`config.mk`:
```
export PLATFORM = sky130hd
export DESIGN_NAME = cpu_arith_branch_exec
export DESIGN_NICKNAME = d
export VERILOG_FILES = /design/src/logic/exec_pkg.sv /design/src/logic/alu_link_if.sv /design/src/logic/cpu_arith_branch_exec.sv /design/src/logic/exec_alu.sv
export SDC_FILE = /design/constraint.sdc
export NUM_CORES = 1
export LEC_CHECK = 0
export ABC_AREA = 1
export BUFFER_PORTS_ARGS = -buffer_cell sky130_fd_sc_hd__buf_2
export CAP_MARGIN = 25
export CORE_MARGIN = 3
export CORE_UTILIZATION = 55
export CTS_CLUSTER_DIAMETER = 50
export DETAILED_ROUTE_END_ITERATION = 10
export PLACE_DENSITY = 0.77
export SYNTH_ARGS = -nofsm -noshare
export SYNTH_HDL_FRONTEND = slang
export SYNTH_SLANG_ARGS = --single-unit
export TNS_END_PERCENT = 100
```
`constraint.sdc`:
```
create_clock -name clock -period 9.7 [get_ports clock]
set_input_delay 1.94 -clock clock [delete_from_list [all_inputs] [get_ports clock]]
set_output_delay 1.94 -clock clock [all_outputs]
set_load 0.05 [all_outputs]
```
`src/logic/exec_pkg.sv`:
```
`default_nettype none
package exec_pkg;
	// ****************************************
	// Status flag bit positions
	// ****************************************
	localparam int FLAG_C = 0;
	localparam int FLAG_Z = 1;
	localparam int FLAG_N = 2;
	localparam int FLAG_V = 3;
	localparam int FLAG_S = 4;
	localparam int FLAG_H = 5;
	localparam int FLAG_T = 6;
	localparam int FLAG_I = 7;

	localparam logic [7:0] STATUS_RST  = 8'h00;
	localparam logic [7:0] ALL_ONES    = 8'hff;
	localparam logic [7:0] ALL_ZEROS   = 8'h00;
	localparam int         WORD_IMM_W  = 6;

	// ****************************************
	// Cycle counts per instruction class
	// ****************************************
	localparam logic [1:0] CYC_ONE       = 2'h1;
	localparam logic [1:0] CYC_WORD      = 2'h2;
	localparam logic [1:0] CYC_JUMP      = 2'h2;
	localparam logic [1:0] CYC_CALL      = 2'h3;
	localparam logic [1:0] CYC_SKIP_ONE  = 2'h2;
	localparam logic [1:0] CYC_SKIP_TWO  = 2'h3;
	localparam logic [1:0] CYC_BR_TAKEN  = 2'h2;

	// Instructions handed to the executor
	typedef enum logic [5:0] {
		op_sum_registers, op_sum_with_carry_in, op_word_sum_immediate,
		op_difference_registers, op_difference_immediate,
		op_difference_with_borrow, op_difference_immediate_with_borrow,
		op_word_difference_immediate, op_conjunction, op_conjunction_immediate,
		op_disjunction, op_disjunction_immediate, op_exclusive_disjunction,
		op_bit_invert, op_arith_minus, op_bits_set_mask, op_bits_clear_mask,
		op_plus_one, op_minus_one, op_zero_sign_probe, op_zero_register,
		op_all_ones_load, op_relative_goto, op_pointer_goto,
		op_relative_subroutine_entry, op_pointer_subroutine_entry,
		op_equal_skip, op_flag_compare, op_carry_compare, op_immediate_compare,
		op_skip_reg_bit_low, op_skip_reg_bit_high, op_skip_io_bit_low,
		op_skip_io_bit_high, op_branch_flag_high, op_branch_flag_low,
		op_branch_zero_flag
	} op_type;

	// Operations of the arithmetic unit
	typedef enum logic [3:0] {
		alu_add, alu_sub, alu_and, alu_or, alu_xor, alu_com, alu_inc, alu_dec,
		alu_word_add, alu_word_sub, alu_pass
	} alu_op_type;

	typedef enum logic [0:0] {
		st_idle, st_wait
	} state_type;
endpackage : exec_pkg
`default_nettype wire

```
`src/logic/alu_link_if.sv`:
```
`default_nettype none
interface alu_link_if;
	import exec_pkg::*;
	alu_op_type  op;
	logic [15:0] a;
	logic [7:0]  b;
	logic        use_c;
	logic [7:0]  status_in;
	logic [15:0] result;
	logic [7:0]  status_out;

	modport ctrl (output op, a, b, use_c, status_in, input result, status_out);
	modport unit (input op, a, b, use_c, status_in, output result, status_out);
endinterface : alu_link_if
`default_nettype wire

```
`src/logic/cpu_arith_branch_exec.sv`:
```
`default_nettype none
module cpu_arith_branch_exec
	import exec_pkg::*;
#(
	parameter int PC_W  = 16,
	parameter int OFS_W = 12
) (
	// Clock and reset
	input  wire logic              clock,
	input  wire logic              sys_rst,
	// Instruction request
	input  wire logic              start,
	input  wire op_type            op_in,
	input  wire logic [7:0]        rd_val,
	input  wire logic [7:0]        rd_hi_val,
	input  wire logic [7:0]        source_reg,
	input  wire logic [7:0]        imm_val,
	input  wire logic [7:0]        io_val,
	input  wire logic [2:0]        bit_sel,
	input  wire logic [OFS_W-1:0]  offset,
	input  wire logic [15:0]       pointer_pair,
	input  wire logic [PC_W-1:0]   pc_in,
	input  wire logic              next_two_word,
	// Status load from the rest of the core
	input  wire logic              status_wr,
	input  wire logic [7:0]        status_wdata,
	// Completion and results
	output logic                   busy,
	output logic                   done,
	output logic                   reg_wr,
	output logic [7:0]             reg_wdata,
	output logic                   word_wr,
	output logic [15:0]            word_wdata,
	output logic [PC_W-1:0]        pc_out,
	output logic                   push,
	output logic [PC_W-1:0]        push_addr,
	output logic [7:0]             status_flags
);
	// Widths the address arithmetic cannot serve are refused at elaboration
	if (PC_W < 2 || PC_W > 16) begin : g_bad_pc_w
		$error("PC_W out of range");
	end
	if (OFS_W < 2 || OFS_W > PC_W) begin : g_bad_ofs_w
		$error("OFS_W out of range");
	end

	// ****************************************
	// Decode
	// ****************************************
	alu_link_if alu_u ();
	exec_alu u_alu (.u(alu_u));

	logic [PC_W-1:0] rel_target;
	logic [PC_W-1:0] seq_pc;
	logic [PC_W-1:0] skip_pc;
	logic [PC_W-1:0] ptr_target;
	logic [1:0]      skip_cyc;
	logic            wr_nxt;
	logic            wword_nxt;
	logic            push_nxt;
	logic [1:0]      cyc_nxt;
	logic [PC_W-1:0] pc_nxt;

	// Offset is sign extended to the counter width
	assign rel_target = pc_in + PC_W'($signed(offset)) + PC_W'(1);
	assign seq_pc     = pc_in + PC_W'(1);
	assign skip_pc    = pc_in + (next_two_word ? PC_W'(3) : PC_W'(2));
	assign skip_cyc   = next_two_word ? CYC_SKIP_TWO : CYC_SKIP_ONE;
	assign ptr_target = pointer_pair[PC_W-1:0];

	// One decode case picks operands, write-back, timing and next address
	always_comb begin
		alu_u.op = alu_pass;
		alu_u.a = {8'h00, rd_val};
		alu_u.b = source_reg;
		alu_u.use_c = 1'b0;
		alu_u.status_in = status_flags;
		wr_nxt = 1'b1;
		wword_nxt = 1'b0;
		push_nxt = 1'b0;
		cyc_nxt = CYC_ONE;
		pc_nxt = seq_pc;
		case (op_in)
			op_sum_registers: alu_u.op = alu_add;
			op_sum_with_carry_in: begin
				alu_u.op = alu_add;
				alu_u.use_c = 1'b1;
			end
			op_word_sum_immediate, op_word_difference_immediate: begin
				alu_u.op = (op_in == op_word_sum_immediate) ? alu_word_add : alu_word_sub;
				alu_u.a = {rd_hi_val, rd_val};
				alu_u.b = imm_val;
				wr_nxt = 1'b0;
				wword_nxt = 1'b1;
				cyc_nxt = CYC_WORD;
			end
			op_difference_registers: alu_u.op = alu_sub;
			op_difference_immediate: begin
				alu_u.op = alu_sub;
				alu_u.b = imm_val;
			end
			op_difference_with_borrow, op_difference_immediate_with_borrow: begin
				alu_u.op = alu_sub;
				alu_u.use_c = 1'b1;
				if (op_in == op_difference_immediate_with_borrow)
					alu_u.b = imm_val;
			end
			op_conjunction: alu_u.op = alu_and;
			op_disjunction: alu_u.op = alu_or;
			op_exclusive_disjunction: alu_u.op = alu_xor;
			op_conjunction_immediate: begin
				alu_u.op = alu_and;
				alu_u.b = imm_val;
			end
			op_disjunction_immediate, op_bits_set_mask: begin
				alu_u.op = alu_or;
				alu_u.b = imm_val;
			end
			op_bits_clear_mask: begin
				alu_u.op = alu_and;
				alu_u.b = ALL_ONES - imm_val;
			end
			op_bit_invert: alu_u.op = alu_com;
			op_arith_minus: begin
				alu_u.op = alu_sub;
				alu_u.a = {8'h00, ALL_ZEROS};
				alu_u.b = rd_val;
			end
			op_plus_one: alu_u.op = alu_inc;
			op_minus_one: alu_u.op = alu_dec;
			op_zero_sign_probe: begin
				alu_u.op = alu_and;
				alu_u.b = rd_val;
			end
			op_zero_register: begin
				alu_u.op = alu_xor;
				alu_u.b = rd_val;
			end
			op_all_ones_load: alu_u.b = ALL_ONES;
			op_flag_compare, op_carry_compare, op_immediate_compare: begin
				alu_u.op = alu_sub;
				alu_u.use_c = (op_in == op_carry_compare);
				if (op_in == op_immediate_compare)
					alu_u.b = imm_val;
				wr_nxt = 1'b0;
			end
			op_relative_goto, op_pointer_goto: begin
				wr_nxt = 1'b0;
				cyc_nxt = CYC_JUMP;
				pc_nxt = (op_in == op_relative_goto) ? rel_target : ptr_target;
			end
			op_relative_subroutine_entry, op_pointer_subroutine_entry: begin
				wr_nxt = 1'b0;
				push_nxt = 1'b1;
				cyc_nxt = CYC_CALL;
				pc_nxt = (op_in == op_relative_subroutine_entry) ? rel_target : ptr_target;
			end
			op_equal_skip, op_skip_reg_bit_low, op_skip_reg_bit_high,
			op_skip_io_bit_low, op_skip_io_bit_high: begin
				wr_nxt = 1'b0;
				// Skip taken: step over one or two words
				if ((op_in == op_equal_skip && rd_val == source_reg) ||
				    (op_in == op_skip_reg_bit_low && !source_reg[bit_sel]) ||
				    (op_in == op_skip_reg_bit_high && source_reg[bit_sel]) ||
				    (op_in == op_skip_io_bit_low && !io_val[bit_sel]) ||
				    (op_in == op_skip_io_bit_high && io_val[bit_sel])) begin
					cyc_nxt = skip_cyc;
					pc_nxt = skip_pc;
				end
			end
			op_branch_flag_high, op_branch_flag_low, op_branch_zero_flag: begin
				wr_nxt = 1'b0;
				// Taken branch costs the extra clock
				if ((op_in == op_branch_flag_high && status_flags[bit_sel]) ||
				    (op_in == op_branch_flag_low && !status_flags[bit_sel]) ||
				    (op_in == op_branch_zero_flag && status_flags[FLAG_Z])) begin
					cyc_nxt = CYC_BR_TAKEN;
					pc_nxt = rel_target;
				end
			end
			default: wr_nxt = 1'b0;
		endcase
	end

	// ****************************************
	// Sequencing
	// ****************************************
	state_type  state_r;
	logic [1:0] cnt_r;
	logic       wr_p_r;
	logic       wword_p_r;
	logic       push_p_r;
	logic [7:0] status_p_r;
	logic       finish;
	logic       accept;

	assign accept = start && state_r == st_idle;
	assign finish = state_r == st_wait && cnt_r == 2'h0;

	// Requests arriving while busy are ignored
	always_ff @(posedge clock) begin
		if (sys_rst) begin
			state_r <= st_idle;
			cnt_r <= 2'h0;
		end else begin
			case (state_r)
				st_idle: if (accept && cyc_nxt != CYC_ONE) begin
					state_r <= st_wait;
					cnt_r <= cyc_nxt - 2'h2;
				end
				st_wait: if (cnt_r == 2'h0)
					state_r <= st_idle;
				else
					cnt_r <= cnt_r - 2'h1;
				default: state_r <= st_idle;
			endcase
		end
	end

	// Results latched at acceptance, valid while done is high
	always_ff @(posedge clock) begin
		if (sys_rst) begin
			reg_wdata <= 8'h00;
			word_wdata <= 16'h0000;
			pc_out <= '0;
			push_addr <= '0;
			wr_p_r <= 1'b0;
			wword_p_r <= 1'b0;
			push_p_r <= 1'b0;
			status_p_r <= STATUS_RST;
		end else if (accept) begin
			reg_wdata <= alu_u.result[7:0];
			word_wdata <= alu_u.result;
			pc_out <= pc_nxt;
			push_addr <= seq_pc; // Return lands after this instruction
			wr_p_r <= wr_nxt;
			wword_p_r <= wword_nxt;
			push_p_r <= push_nxt;
			status_p_r <= alu_u.status_out;
		end
	end

	// Completion pulses; single-clock work finishes on the accept edge
	always_ff @(posedge clock) begin
		if (sys_rst) begin
			done <= 1'b0;
			reg_wr <= 1'b0;
			word_wr <= 1'b0;
			push <= 1'b0;
			busy <= 1'b0;
		end else begin
			done <= (accept && cyc_nxt == CYC_ONE) || finish;
			reg_wr <= (accept && cyc_nxt == CYC_ONE) ? wr_nxt : finish && wr_p_r;
			word_wr <= finish && wword_p_r;
			push <= finish && push_p_r;
			busy <= (accept && cyc_nxt != CYC_ONE) || (state_r == st_wait && !finish);
		end
	end

	// Flags commit with completion; an outside write yields to a finishing op
	always_ff @(posedge clock) begin
		if (sys_rst)
			status_flags <= STATUS_RST;
		else if (accept && cyc_nxt == CYC_ONE)
			status_flags <= alu_u.status_out;
		else if (finish)
			status_flags <= status_p_r;
		else if (status_wr)
			status_flags <= status_wdata;
	end
endmodule : cpu_arith_branch_exec
`default_nettype wire

```
`src/logic/exec_alu.sv`:
```
`default_nettype none
module exec_alu
	import exec_pkg::*;
(
	alu_link_if.unit u
);
	// ****************************************
	// Result and flag computation
	// ****************************************
	// Untouched flags pass through from the current status
	always_comb begin
		logic [8:0]  sum;
		logic [16:0] w;
		logic [7:0]  a8;
		logic [7:0]  r8;
		logic        cin;
		logic        h;
		logic        v;
		logic        c;
		logic        zc;
		sum = 9'h000;
		w = 17'h00000;
		a8 = u.a[7:0];
		r8 = 8'h00;
		cin = u.use_c & u.status_in[FLAG_C];
		h = u.status_in[FLAG_H];
		v = 1'b0;
		c = u.status_in[FLAG_C];
		// Only the borrow chain keeps Z sticky-low; add-with-carry sets Z afresh
		zc = (u.use_c && u.op == alu_sub) ? u.status_in[FLAG_Z] : 1'b1;
		u.status_out = u.status_in;
		u.result = 16'h0000;
		case (u.op)
			alu_add: begin
				sum = {1'b0, a8} + {1'b0, u.b} + {8'h00, cin};
				r8 = sum[7:0];
				c = sum[8];
				h = (a8[3] & u.b[3]) | (u.b[3] & ~r8[3]) | (~r8[3] & a8[3]);
				v = (a8[7] & u.b[7] & ~r8[7]) | (~a8[7] & ~u.b[7] & r8[7]);
			end
			alu_sub: begin
				sum = {1'b0, a8} - {1'b0, u.b} - {8'h00, cin};
				r8 = sum[7:0];
				c = sum[8];
				h = (~a8[3] & u.b[3]) | (u.b[3] & r8[3]) | (r8[3] & ~a8[3]);
				v = (a8[7] & ~u.b[7] & ~r8[7]) | (~a8[7] & u.b[7] & r8[7]);
			end
			alu_and: r8 = a8 & u.b;
			alu_or:  r8 = a8 | u.b;
			alu_xor: r8 = a8 ^ u.b;
			alu_com: begin
				r8 = ALL_ONES - a8;
				c = 1'b1;
			end
			alu_inc: begin
				r8 = a8 + 8'h01;
				v = (r8 == 8'h80);
			end
			alu_dec: begin
				r8 = a8 - 8'h01;
				v = (r8 == 8'h7f);
			end
			alu_word_add: begin
				w = {1'b0, u.a} + {11'h000, u.b[WORD_IMM_W-1:0]};
				v = ~u.a[15] & w[15];
				c = ~w[15] & u.a[15];
			end
			alu_word_sub: begin
				w = {1'b0, u.a} - {11'h000, u.b[WORD_IMM_W-1:0]};
				v = u.a[15] & ~w[15];
				c = w[15] & ~u.a[15];
			end
			default: r8 = u.b;
		endcase
		if (u.op == alu_word_add || u.op == alu_word_sub) begin
			u.result = w[15:0];
			u.status_out[FLAG_Z] = (w[15:0] == 16'h0000);
			u.status_out[FLAG_N] = w[15];
		end else begin
			u.result = {8'h00, r8};
			u.status_out[FLAG_Z] = (r8 == ALL_ZEROS) & zc;
			u.status_out[FLAG_N] = r8[7];
		end
		if (u.op != alu_pass) begin
			u.status_out[FLAG_V] = v;
			u.status_out[FLAG_S] = u.status_out[FLAG_N] ^ v;
			u.status_out[FLAG_C] = c;
			u.status_out[FLAG_H] = h;
		end else begin
			u.status_out = u.status_in;
		end
	end
endmodule : exec_alu
`default_nettype wire

```
==> results of run 1 <==
-- path summary, 6_finish.rpt --
check / from / to / slack [ns] / depth (start not counted)
worst max-delay path: op_in[0] / status_flags[1] / 2.35 / 33
worst min register to register: push_p_r / push / 0.46 / 2
worst max register to register: status_flags[0] / status_flags[1] / 6.07 / 24
worst min-delay path: push_p_r / push / 0.46 / 2
-- sequential cells by signal, summed over array words and instances, names as in the netlist, 2 cells and up --
signal / cells
cnt_r: 2
pc_out: 16
push_addr: 16
status_flags: 8
word_wdata: 9
reg_wdata: 7
status_p_r: 8
-- logic make-up after synthesis --
logic type / share of synthesized area [%]
and+or+nand+nor: 33.8
AOI/OAI and AO/OA: 21.5
buffers and inverters: 12.8
DFF: 16.9
adders and majority gates: 10.4
xor gates and xnor gates: 4.53
muxes: 0.112
-- worst max-delay path, delay by kind of cell --
family | cells | cell delay, ns
and+or+nand+nor | 23 | 3.21
AOI/OAI and AO/OA | 4 | 1.24
adders and majority gates | 2 | 0.77
buffers and inverters | 4 | 0.48
-- Yosys cell counts, types with 3 or more instances --
master / n / area, µm²
fa_1: 7 / 140
dfxtp_1: 75 / 1500
a31oi_1: 8 / 50.1
a211oi_1: 11 / 82.6
a32oi_1: 3 / 26.3
xnor2_1: 12 / 105
or2_2: 8 / 50.1
inv_2: 13 / 48.8
nor2_1: 158 / 593
o21ai_0: 118 / 591
o211ai_1: 31 / 233
o22ai_1: 9 / 56.3
o2111ai_1: 7 / 61.3
nand3_1: 110 / 551
nand3b_1: 4 / 30.0
nor3_1: 28 / 140
nand2_4: 6 / 67.6
nand2_2: 14 / 87.6
a21oi_1: 98 / 490
clkbuf_1: 29 / 109
nor2_4: 9 / 101
a21o_1: 3 / 22.5
nand3_2: 5 / 50.1
inv_1: 214 / 803
o221ai_1: 17 / 149
buf_4: 10 / 75.1
nand4_1: 17 / 106
ha_1: 63 / 788
nand2_1: 287 / 1080
nor4_1: 7 / 43.8
nor2_2: 8 / 50.1
o21ai_1: 6 / 30.0
buf_6: 4 / 45.0
buf_2: 8 / 40.0
xor2_1: 34 / 298
-- final cells by class --
type                    instances  share of cell area, %
clock buffers                   9                   2.22
clock inverters                 6                   1.35
inverters                     230                   8.52
multi-input cells            1110                   61.6
flip-flops and latches         75                   14.8
well taps                     211                   2.60
repair buffers                179                   8.94
-- power groups by stage --
stage                     clock network [mW]  registers [mW]  logic, mW
final                                  0.421           0.354      0.588
after global routing                   0.434           0.356      0.638
after CTS                              0.422           0.353      0.574
after detailed placement                   0           0.359      0.570
after global placement                     0           0.359      0.566
after floorplan                            0           0.429      0.342
-- metrics by stage --
| step | cell area [µm²] | setup slack (ns) | std cells | hold slack (ns) | utilization (%) |
|---|---|---|---|---|---|
| after floorplan | 8900 | 3.40 | 1466 | 0.421 | - |
| after global placement | 9800 | 2.42 | 1805 | 0.448 | 63.1 |
| after detailed placement | 9800 | 2.22 | 1805 | 0.456 | 63.1 |
| after CTS | 10200 | 2.49 | 1820 | 0.462 | 65.4 |
| after global routing | 10200 | 1.84 | 1820 | 0.468 | 65.4 |
| final | 10200 | 2.35 | 1820 | 0.462 | 65.4 |
-- metal layers --
layer | part of all wire (%) | routed length, µm | track usage, % | vias up
li1 | - | - | - | 5135
met1 | 43 | 14200 | 50.0 | 4989
met2 | 45 | 15000 | 58.1 | 578
met3 | 9.1 | 3020 | 5.25 | 84
met4 | 2.9 | 960 | 12.3 | 0
met5 | 0 | 0 | 0 | -
==> qor.yml, run 1 <==
pwr:
  ir_drop_uv: 145
  powerDensity_nw_per_um2: 134
  pwr-share-comb_pct: 43.1
  p_seq_share_pct: 26.0
  swShare_pct: 42.5
  power_mw: 1.36
  p_leak_nw: 5.35
  clock_power_share_pct: 30.9
  p_int_mw: 0.783
  p_switching_mw: 0.579
setup_path:
  worstPathArrival_ns: 7.63
  crit_type: "in2reg"
  cp-end-kind: "register"
  max_stage_delay_ns: 0.53
  worst_ep_required_time_ns: 9.97
  critPathMostFrequentCell: "nand2_1"
  start_kind: "input pin"
  slowest_stage: "o21bai_1"
  crit_path_max_fanout: 12
placement:
  place_hpwl_um: 26100
  numPortBuffers: 174
  finalWeightedCongestion: 1.04
route:
  via_per_inst: 5.93
  first_pass_iters: 5
  drcViolationCount: 0
  wire_per_inst_um: 18.2
  vias: 10800
  dr.first_iter.drc_count: 1172
  drtAntennaViolNets: 0
  wirelength_um: 33200
status:
  status: "completed"
timing:
  clock.fmax_ghz: 0.136
  finalMaxSlewViolations: 0
  worst_slew_pin_slew_ns: 0.935
  rsz0062_at_grt: "false"
  setup_tns_ns: 0
  post-route-period-util_pct: 75.8
  post-route-min-period_ns: 7.35
  finalSetupViolCount: 0
  max-slew-margin-rel_pct: 37.3
  skew_ns: 0.00588
  final-hold-violation-count: 0
clock_tree:
  post-cts-setup-buffers: 0
  clock-root-buffer: "clkbuf_16"
  cts.repair.resized: 0
  cts_sinks: 75
  cts_made_buffers: 9
  cts_hold_buf: 0
  htreeDepth: 3
  cts_tree: "built"
  clk_transition_reported_paths_ns: 0.06
  clk_latency_ns: 0.35
  clk_path_buf_depth: 2
global_routing:
  grt_overflow_total: 0
  grt_max_degree: 72
  grtUsageTotal_pct: 36.2
  grt_pass1_wl_um: 52200
  antenna_found_initial: 0
  first_global_vias: 9867
final_layout:
  layout_commonest_cell: "nand2_1"
  final_nets: 1781
  register_area_um2: 1500
  multi_input_area_um2: 6260
  final_cell_mix: "nand2_1 (287), inv_1 (213), buf_2 (174)"
  drive_above_1_share_pct: 16.3
  fillerInstances: 1473
  antenna_cells: 0
  syn2layout_area_growth_pct: 14.2
floorplan:
  core_um2: 15500
  dieArea_um2: 17700
  die_h_um: 133
  initial_core_util_pct: 57.3
  die-width_um: 133
  io_pins: 175
  fp-row-count: 45
synth:
  synth_edf_count: 0
  synth_nets: 1642
  async_flop_share_pct: 0
  ys_ff_latch: 75
  yosysWarnings: 0
  synth_area_um2: 8900
  netlist_instances: 1466
  ys_seq_area_share_pct: 16.9
  synth_ff_type: "dfxtp_1"
  ys_types: 54
  syn_area_per_cell_um2: 6.07
worst_hold_path:
  hp-class: "reg2reg"
job:
  max_cap_viol_count: 0
(Power assumes the default switching activity.)
==> run 2: changes to the inputs <==
--- a/config.mk
+++ b/config.mk
@@ -9,10 +9,10 @@
 export BUFFER_PORTS_ARGS = -buffer_cell sky130_fd_sc_hd__buf_2
 export CAP_MARGIN = 25
 export CORE_MARGIN = 3
-export CORE_UTILIZATION = 55
+export CORE_UTILIZATION = 52
 export CTS_CLUSTER_DIAMETER = 50
 export DETAILED_ROUTE_END_ITERATION = 10
-export PLACE_DENSITY = 0.77
+export PLACE_DENSITY = 0.76
 export SYNTH_ARGS = -nofsm -noshare
 export SYNTH_HDL_FRONTEND = slang
 export SYNTH_SLANG_ARGS = --single-unit
==> constraint.sdc (replaced) <==
create_clock -name clock -period 5.92 [get_ports clock]
set_input_delay 1.184 -clock clock [delete_from_list [all_inputs] [get_ports clock]]
set_output_delay 1.184 -clock clock [all_outputs]
set_load 0.05 [all_outputs]
==> run 2 against run 1 <==
  * First-iteration DRC count decreased by 20%
  * Critical path depth unchanged
  * Die area increased by 5.5%
==> qor.yml, run 2 (same netlist as run 1, synthesis figures left out) <==
status:
  status: "completed"
final_layout:
  syn2layout_area_growth_pct: 16.9
  antenna_cells: 0
  final_core_util_pct: 62.5
  final_cell_mix: "nand2_1 (287), inv_1 (213), buf_2 (174)"
  drive_above_1_share_pct: 18.1
  top_regs: "pc_out x16, push_addr x16, word_wdata x9"
  final_nets: 1814
  fin_area_um2: 10400
  layout_commonest_cell: "nand2_1"
pwr:
  power_mw: 2.14
  ir_drop_uv: 210
  p_leak_nw: 5.49
  powerDensity_nw_per_um2: 206
setup_path:
  start_kind: "input pin"
  cp-end-kind: "register"
  worst_ep_required_time_ns: 6.19
  max_stage_delay_ns: 0.36
  slowest_stage: "ha_1"
  crit_type: "in2reg"
  worstPathArrival_ns: 5.74
  crit_path_max_fanout: 5
  critPathMostFrequentCell: "nand2_1"
timing:
  clock.fmax_ghz: 0.183
  finalMaxSlewViolations: 0
  max-slew-margin-rel_pct: 38.9
  skew_ns: 0.00683
  worst_slew_pin_slew_ns: 0.912
  worst_hold_slack_ns: 0.454
  final-hold-violation-count: 0
  post-route-min-period_ns: 5.48
  post-route-period-util_pct: 92.5
  setup_tns_ns: 0
  finalSetupViolCount: 0
  rsz0062_at_grt: "false"
clock_tree:
  cts_sinks: 75
  clk_latency_ns: 0.34
  htreeDepth: 3
  clk_path_buf_depth: 2
  cts_made_buffers: 9
  clk_transition_reported_paths_ns: 0.06
  post-cts-setup-buffers: 0
  clock-root-buffer: "clkbuf_16"
  cts_tree: "built"
  cts_hold_buf: 0
route:
  dr.first_iter.drc_count: 938
  via_per_inst: 5.80
  vias: 10800
  first_pass_iters: 7
  wirelength_um: 33300
  wire_per_inst_um: 17.9
  drtAntennaViolNets: 0
  drcViolationCount: 0
floorplan:
  io_pins: 175
  dieArea_um2: 18700
  core_um2: 16600
  fp-row-count: 47
  die-width_um: 137
  initial_core_util_pct: 53.5
  die_h_um: 137
global_routing:
  first_global_vias: 9838
  grt_max_degree: 79
  grtUsageTotal_pct: 34.7
  antenna_found_initial: 1
  grt_pass1_wl_um: 51200
  grt_overflow_total: 0
placement:
  finalWeightedCongestion: 1.04
  place_hpwl_um: 26800
  place_area_um2: 10100
  numPortBuffers: 174
job:
  max_cap_viol_count: 0
worst_hold_path:
  hp-class: "reg2reg"
## run 2: report_power, final
part | switching [mW] | leakage [nW] | internal (mW)
combinational | 0.686 | 4.73 | 0.309
clock | 0.230 | 0.145 | 0.332
sequential | 0.0324 | 0.620 | 0.550
total | 0.948 | 5.49 | 1.19
## run 2: what timing repair did
action | in CTS | in global routing
setup endpoints to repair | 0 | 4
endpoints found under the hold margin | 0 | 0
gates resized for setup | 0 | 4
## run 2: cell type report
cell class / count / area (µm²)
clock inverters: 6 / 75.1
inverters: 230 / 866
repair buffers: 212 / 1180
flip-flops and latches: 75 / 1500
multi-input cells: 1110 / 6280
well taps: 220 / 275
clock buffers: 10 / 229
fillers: 1644 / 6240
## run 2: worst paths after layout
check | slack [ns] | start | cells past startpoint | to
worst max-delay path | 0.44 | op_in[3] | 33 | status_flags[1]
worst min-delay path | 0.45 | push_p_r | 2 | push
worst max register to register | 2.43 | status_flags[0] | 24 | status_flags[1]
worst min register to register | 0.45 | push_p_r | 2 | push
## run 2: critical path: cells and delay by family
kind,cells,cell delay (ns)
simple gates,22,2.53
compound gates,4,0.91
fa+ha+maj,2,0.66
buf+inv,5,0.46
## run 2: routing by layer
metal / global-route usage [%] / vias up / wire length [µm]
met2: 55.1 / 568 / 14800
met5: 0 / - / 0
met4: 12.7 / 0 / 1340
met3: 6.91 / 96 / 2940
li1: - / 5208 / -
met1: 46.8 / 4933 / 14200
## run 2: metrics by stage
stage,setup slack [ns],std cells
final,0.444,1863
after detailed placement,-0.0579,1847
after floorplan,0.374,1466
after CTS,0.281,1863
after global routing,0.00501,1863
after global placement,0.0131,1846
==> run 3: changes to the inputs <==
--- a/config.mk
+++ b/config.mk
@@ -9,11 +9,11 @@
 export BUFFER_PORTS_ARGS = -buffer_cell sky130_fd_sc_hd__buf_2
 export CAP_MARGIN = 25
 export CORE_MARGIN = 3
-export CORE_UTILIZATION = 52
-export CTS_CLUSTER_DIAMETER = 50
+export CORE_UTILIZATION = 53
 export DETAILED_ROUTE_END_ITERATION = 10
 export PLACE_DENSITY = 0.76
 export SYNTH_ARGS = -nofsm -noshare
 export SYNTH_HDL_FRONTEND = slang
+export SYNTH_HIERARCHICAL = 1
 export SYNTH_SLANG_ARGS = --single-unit
 export TNS_END_PERCENT = 100
==> run 3 against run 2 <==
  * Register-to-register slack improved by 0.24 ns
  * Clock-buffer cell count stayed put
  * Critical endpoint unchanged
  * Final cell count rose by 15%
  * Highest routed layer unchanged
  * Sequential share of layout area is 1.1 points lower
  * Synthesized area up 10%
  * Largest power group unchanged
  * First-iteration DRC count rose by 17%
  * Clock skew shrank 0.0016 ns
  * Power increased by 11%
  * Via count grew 11%
  * Wire length is 4.7% higher
==> qor.yml, run 3 <==
setup_path:
  critPathMostFrequentCell: "nand2_1"
  crit_path_max_fanout: 14
  cp-end-kind: "register"
  slowest_stage: "ha_2"
  start_kind: "input pin"
  worst_ep_required_time_ns: 6.19
  crit_type: "in2reg"
  worstPathArrival_ns: 5.69
  max_stage_delay_ns: 0.51
floorplan:
  die-width_um: 142
  fp-row-count: 49
  io_pins: 175
  initial_core_util_pct: 54.3
  die_h_um: 142
  dieArea_um2: 20200
  core_um2: 18100
placement:
  finalWeightedCongestion: 1.03
  place_hpwl_um: 28300
  numPortBuffers: 174
global_routing:
  first_global_vias: 10800
  grtUsageTotal_pct: 33.5
  antenna_found_initial: 0
  grt_max_degree: 51
  grt_pass1_wl_um: 55100
  grt_overflow_total: 0
synth:
  ys_ff_latch: 75
  synth_nets: 1924
  syn_area_per_cell_um2: 5.63
  synth_edf_count: 0
  synth_ff_type: "dfxtp_1"
  yosys-top-cells-area: "nand2_1 (19%), dfxtp_1 (15%), nand3_1 (9.3%)"
  yosys.area.top_type: "nand2_1"
  yosysWarnings: 6
  netlist_instances: 1745
  synth_area_um2: 9820
  async_flop_share_pct: 0
  synth_top_area_share_pct: 18.8
  ys_top_cells_by_count: "nand2_1 (492), inv_1 (239), nor2_1 (226), nand3_1 (182), o21ai_0 (109)"
  ys_seq_area_share_pct: 15.3
  synth_most_common_cell: "nand2_1"
  ys_types: 53
clock_tree:
  htreeDepth: 3
  clock-root-buffer: "clkbuf_16"
  post-cts-setup-buffers: 0
  cts_hold_buf: 0
  cts_sinks: 75
  clk_transition_reported_paths_ns: 0.06
  clk_path_buf_depth: 2
  cts.repair.resized: 0
  cts_made_buffers: 9
  clk_latency_ns: 0.33
  cts_tree: "built"
pwr:
  p_leak_nw: 6.30
  power_mw: 2.37
  ir_drop_uv: 127
  powerDensity_nw_per_um2: 211
final_layout:
  antenna_cells: 0
  top_regs: "pc_out x16, push_addr x16, word_wdata x9"
  final_nets: 2090
  layout_commonest_cell: "nand2_1"
  syn2layout_area_growth_pct: 14.5
  drive_above_1_share_pct: 14.8
  final_cell_mix: "nand2_1 (492), inv_1 (239), nor2_1 (226)"
  fillerInstances: 1838
status:
  status: "completed"
timing:
  post-route-min-period_ns: 5.42
  clock.fmax_ghz: 0.185
  rsz0062_at_grt: "false"
  skew_ns: 0.00526
  worst_slew_pin_slew_ns: 0.843
  setup_tns_ns: 0
  finalSetupViolCount: 0
  final-hold-violation-count: 0
  worst_hold_slack_ns: 0.444
  max-slew-margin-rel_pct: 43.7
  finalMaxSlewViolations: 0
  post-route-period-util_pct: 91.5
job:
  max_cap_viol_count: 0
worst_hold_path:
  hp-class: "reg2reg"
route:
  wirelength_um: 34900
  dr.first_iter.drc_count: 1095
  via_per_inst: 5.57
  drcViolationCount: 0
  wire_per_inst_um: 16.2
  vias: 12000
  first_pass_iters: 6
  drtAntennaViolNets: 0
==> run 3: final cells by class <==
type / instances / area [µm²] / area share (%)
multi-input cells: 1360 / 7050 / 62.8
flip-flops and latches: 75 / 1500 / 13.4
repair buffers: 208 / 1130 / 10.0
inverters: 257 / 970 / 8.63
well taps: 229 / 287 / 2.55
clock buffers: 10 / 229 / 2.04
clock inverters: 6 / 73.8 / 0.657
==> run 3: routing by layer <==
metal  track usage (%)  vias to the layer above  part of all wire (%)
li1                  -                     5924                     -
met1              45.7                     5351                    43
met2              55.1                      588                    45
met3              3.76                       92                   8.2
met4              11.8                        0                   3.6
met5                 0                        -                     0
==> run 3: report_power, final <==
| group | switching, mW | internal [mW] | leakage [nW] |
|---|---|---|---|
| clock network | 0.220 | 0.331 | 0.147 |
| logic | 0.860 | 0.366 | 5.54 |
| registers | 0.0396 | 0.556 | 0.621 |
==> run 3: through the flow <==
step	instance area, µm²	setup slack [ns]	utilization, %	std cells
2_1_floorplan	9820	0.906	-	1745
3_5_place_dp	10900	0.191	60.5	2129
3_3_place_gp	10900	0.414	60.5	2129
4_1_cts	11200	0.534	62.1	2145
6_report	11200	0.501	62.2	2145
5_1_grt	11200	0.111	62.2	2145
==> run 3: worst paths after layout <==
| check | start | endpoint | slack [ns] | depth (start not counted) |
|---|---|---|---|---|
| setup / recovery | op_in[1] | status_flags[1] | 0.50 | 36 |
| hold / removal | wword_p_r | word_wr | 0.44 | 2 |
| setup reg to reg | status_flags[0] | status_flags[1] | 2.67 | 24 |
| hold reg to reg | wword_p_r | word_wr | 0.44 | 2 |
==> run 3: cells by family after synthesis <==
| family | after synthesis | synth area share, % |
|---|---|---|
| DFF | 75 | 15.3 |
| xor gates and xnor gates | 38 | 3.39 |
| buffers and inverters | 310 | 12.9 |
| adders and majority gates | 73 | 9.92 |
| AOI/OAI and AO/OA | 223 | 12.7 |
| and+or+nand+nor | 1026 | 45.8 |
==> run 3: critical path, delay by kind of cell <==
kind	cells	cell delay, ns
simple gates	30	3.33
fa+ha+maj	2	0.65
buf+inv	3	0.36
compound gates	1	0.13
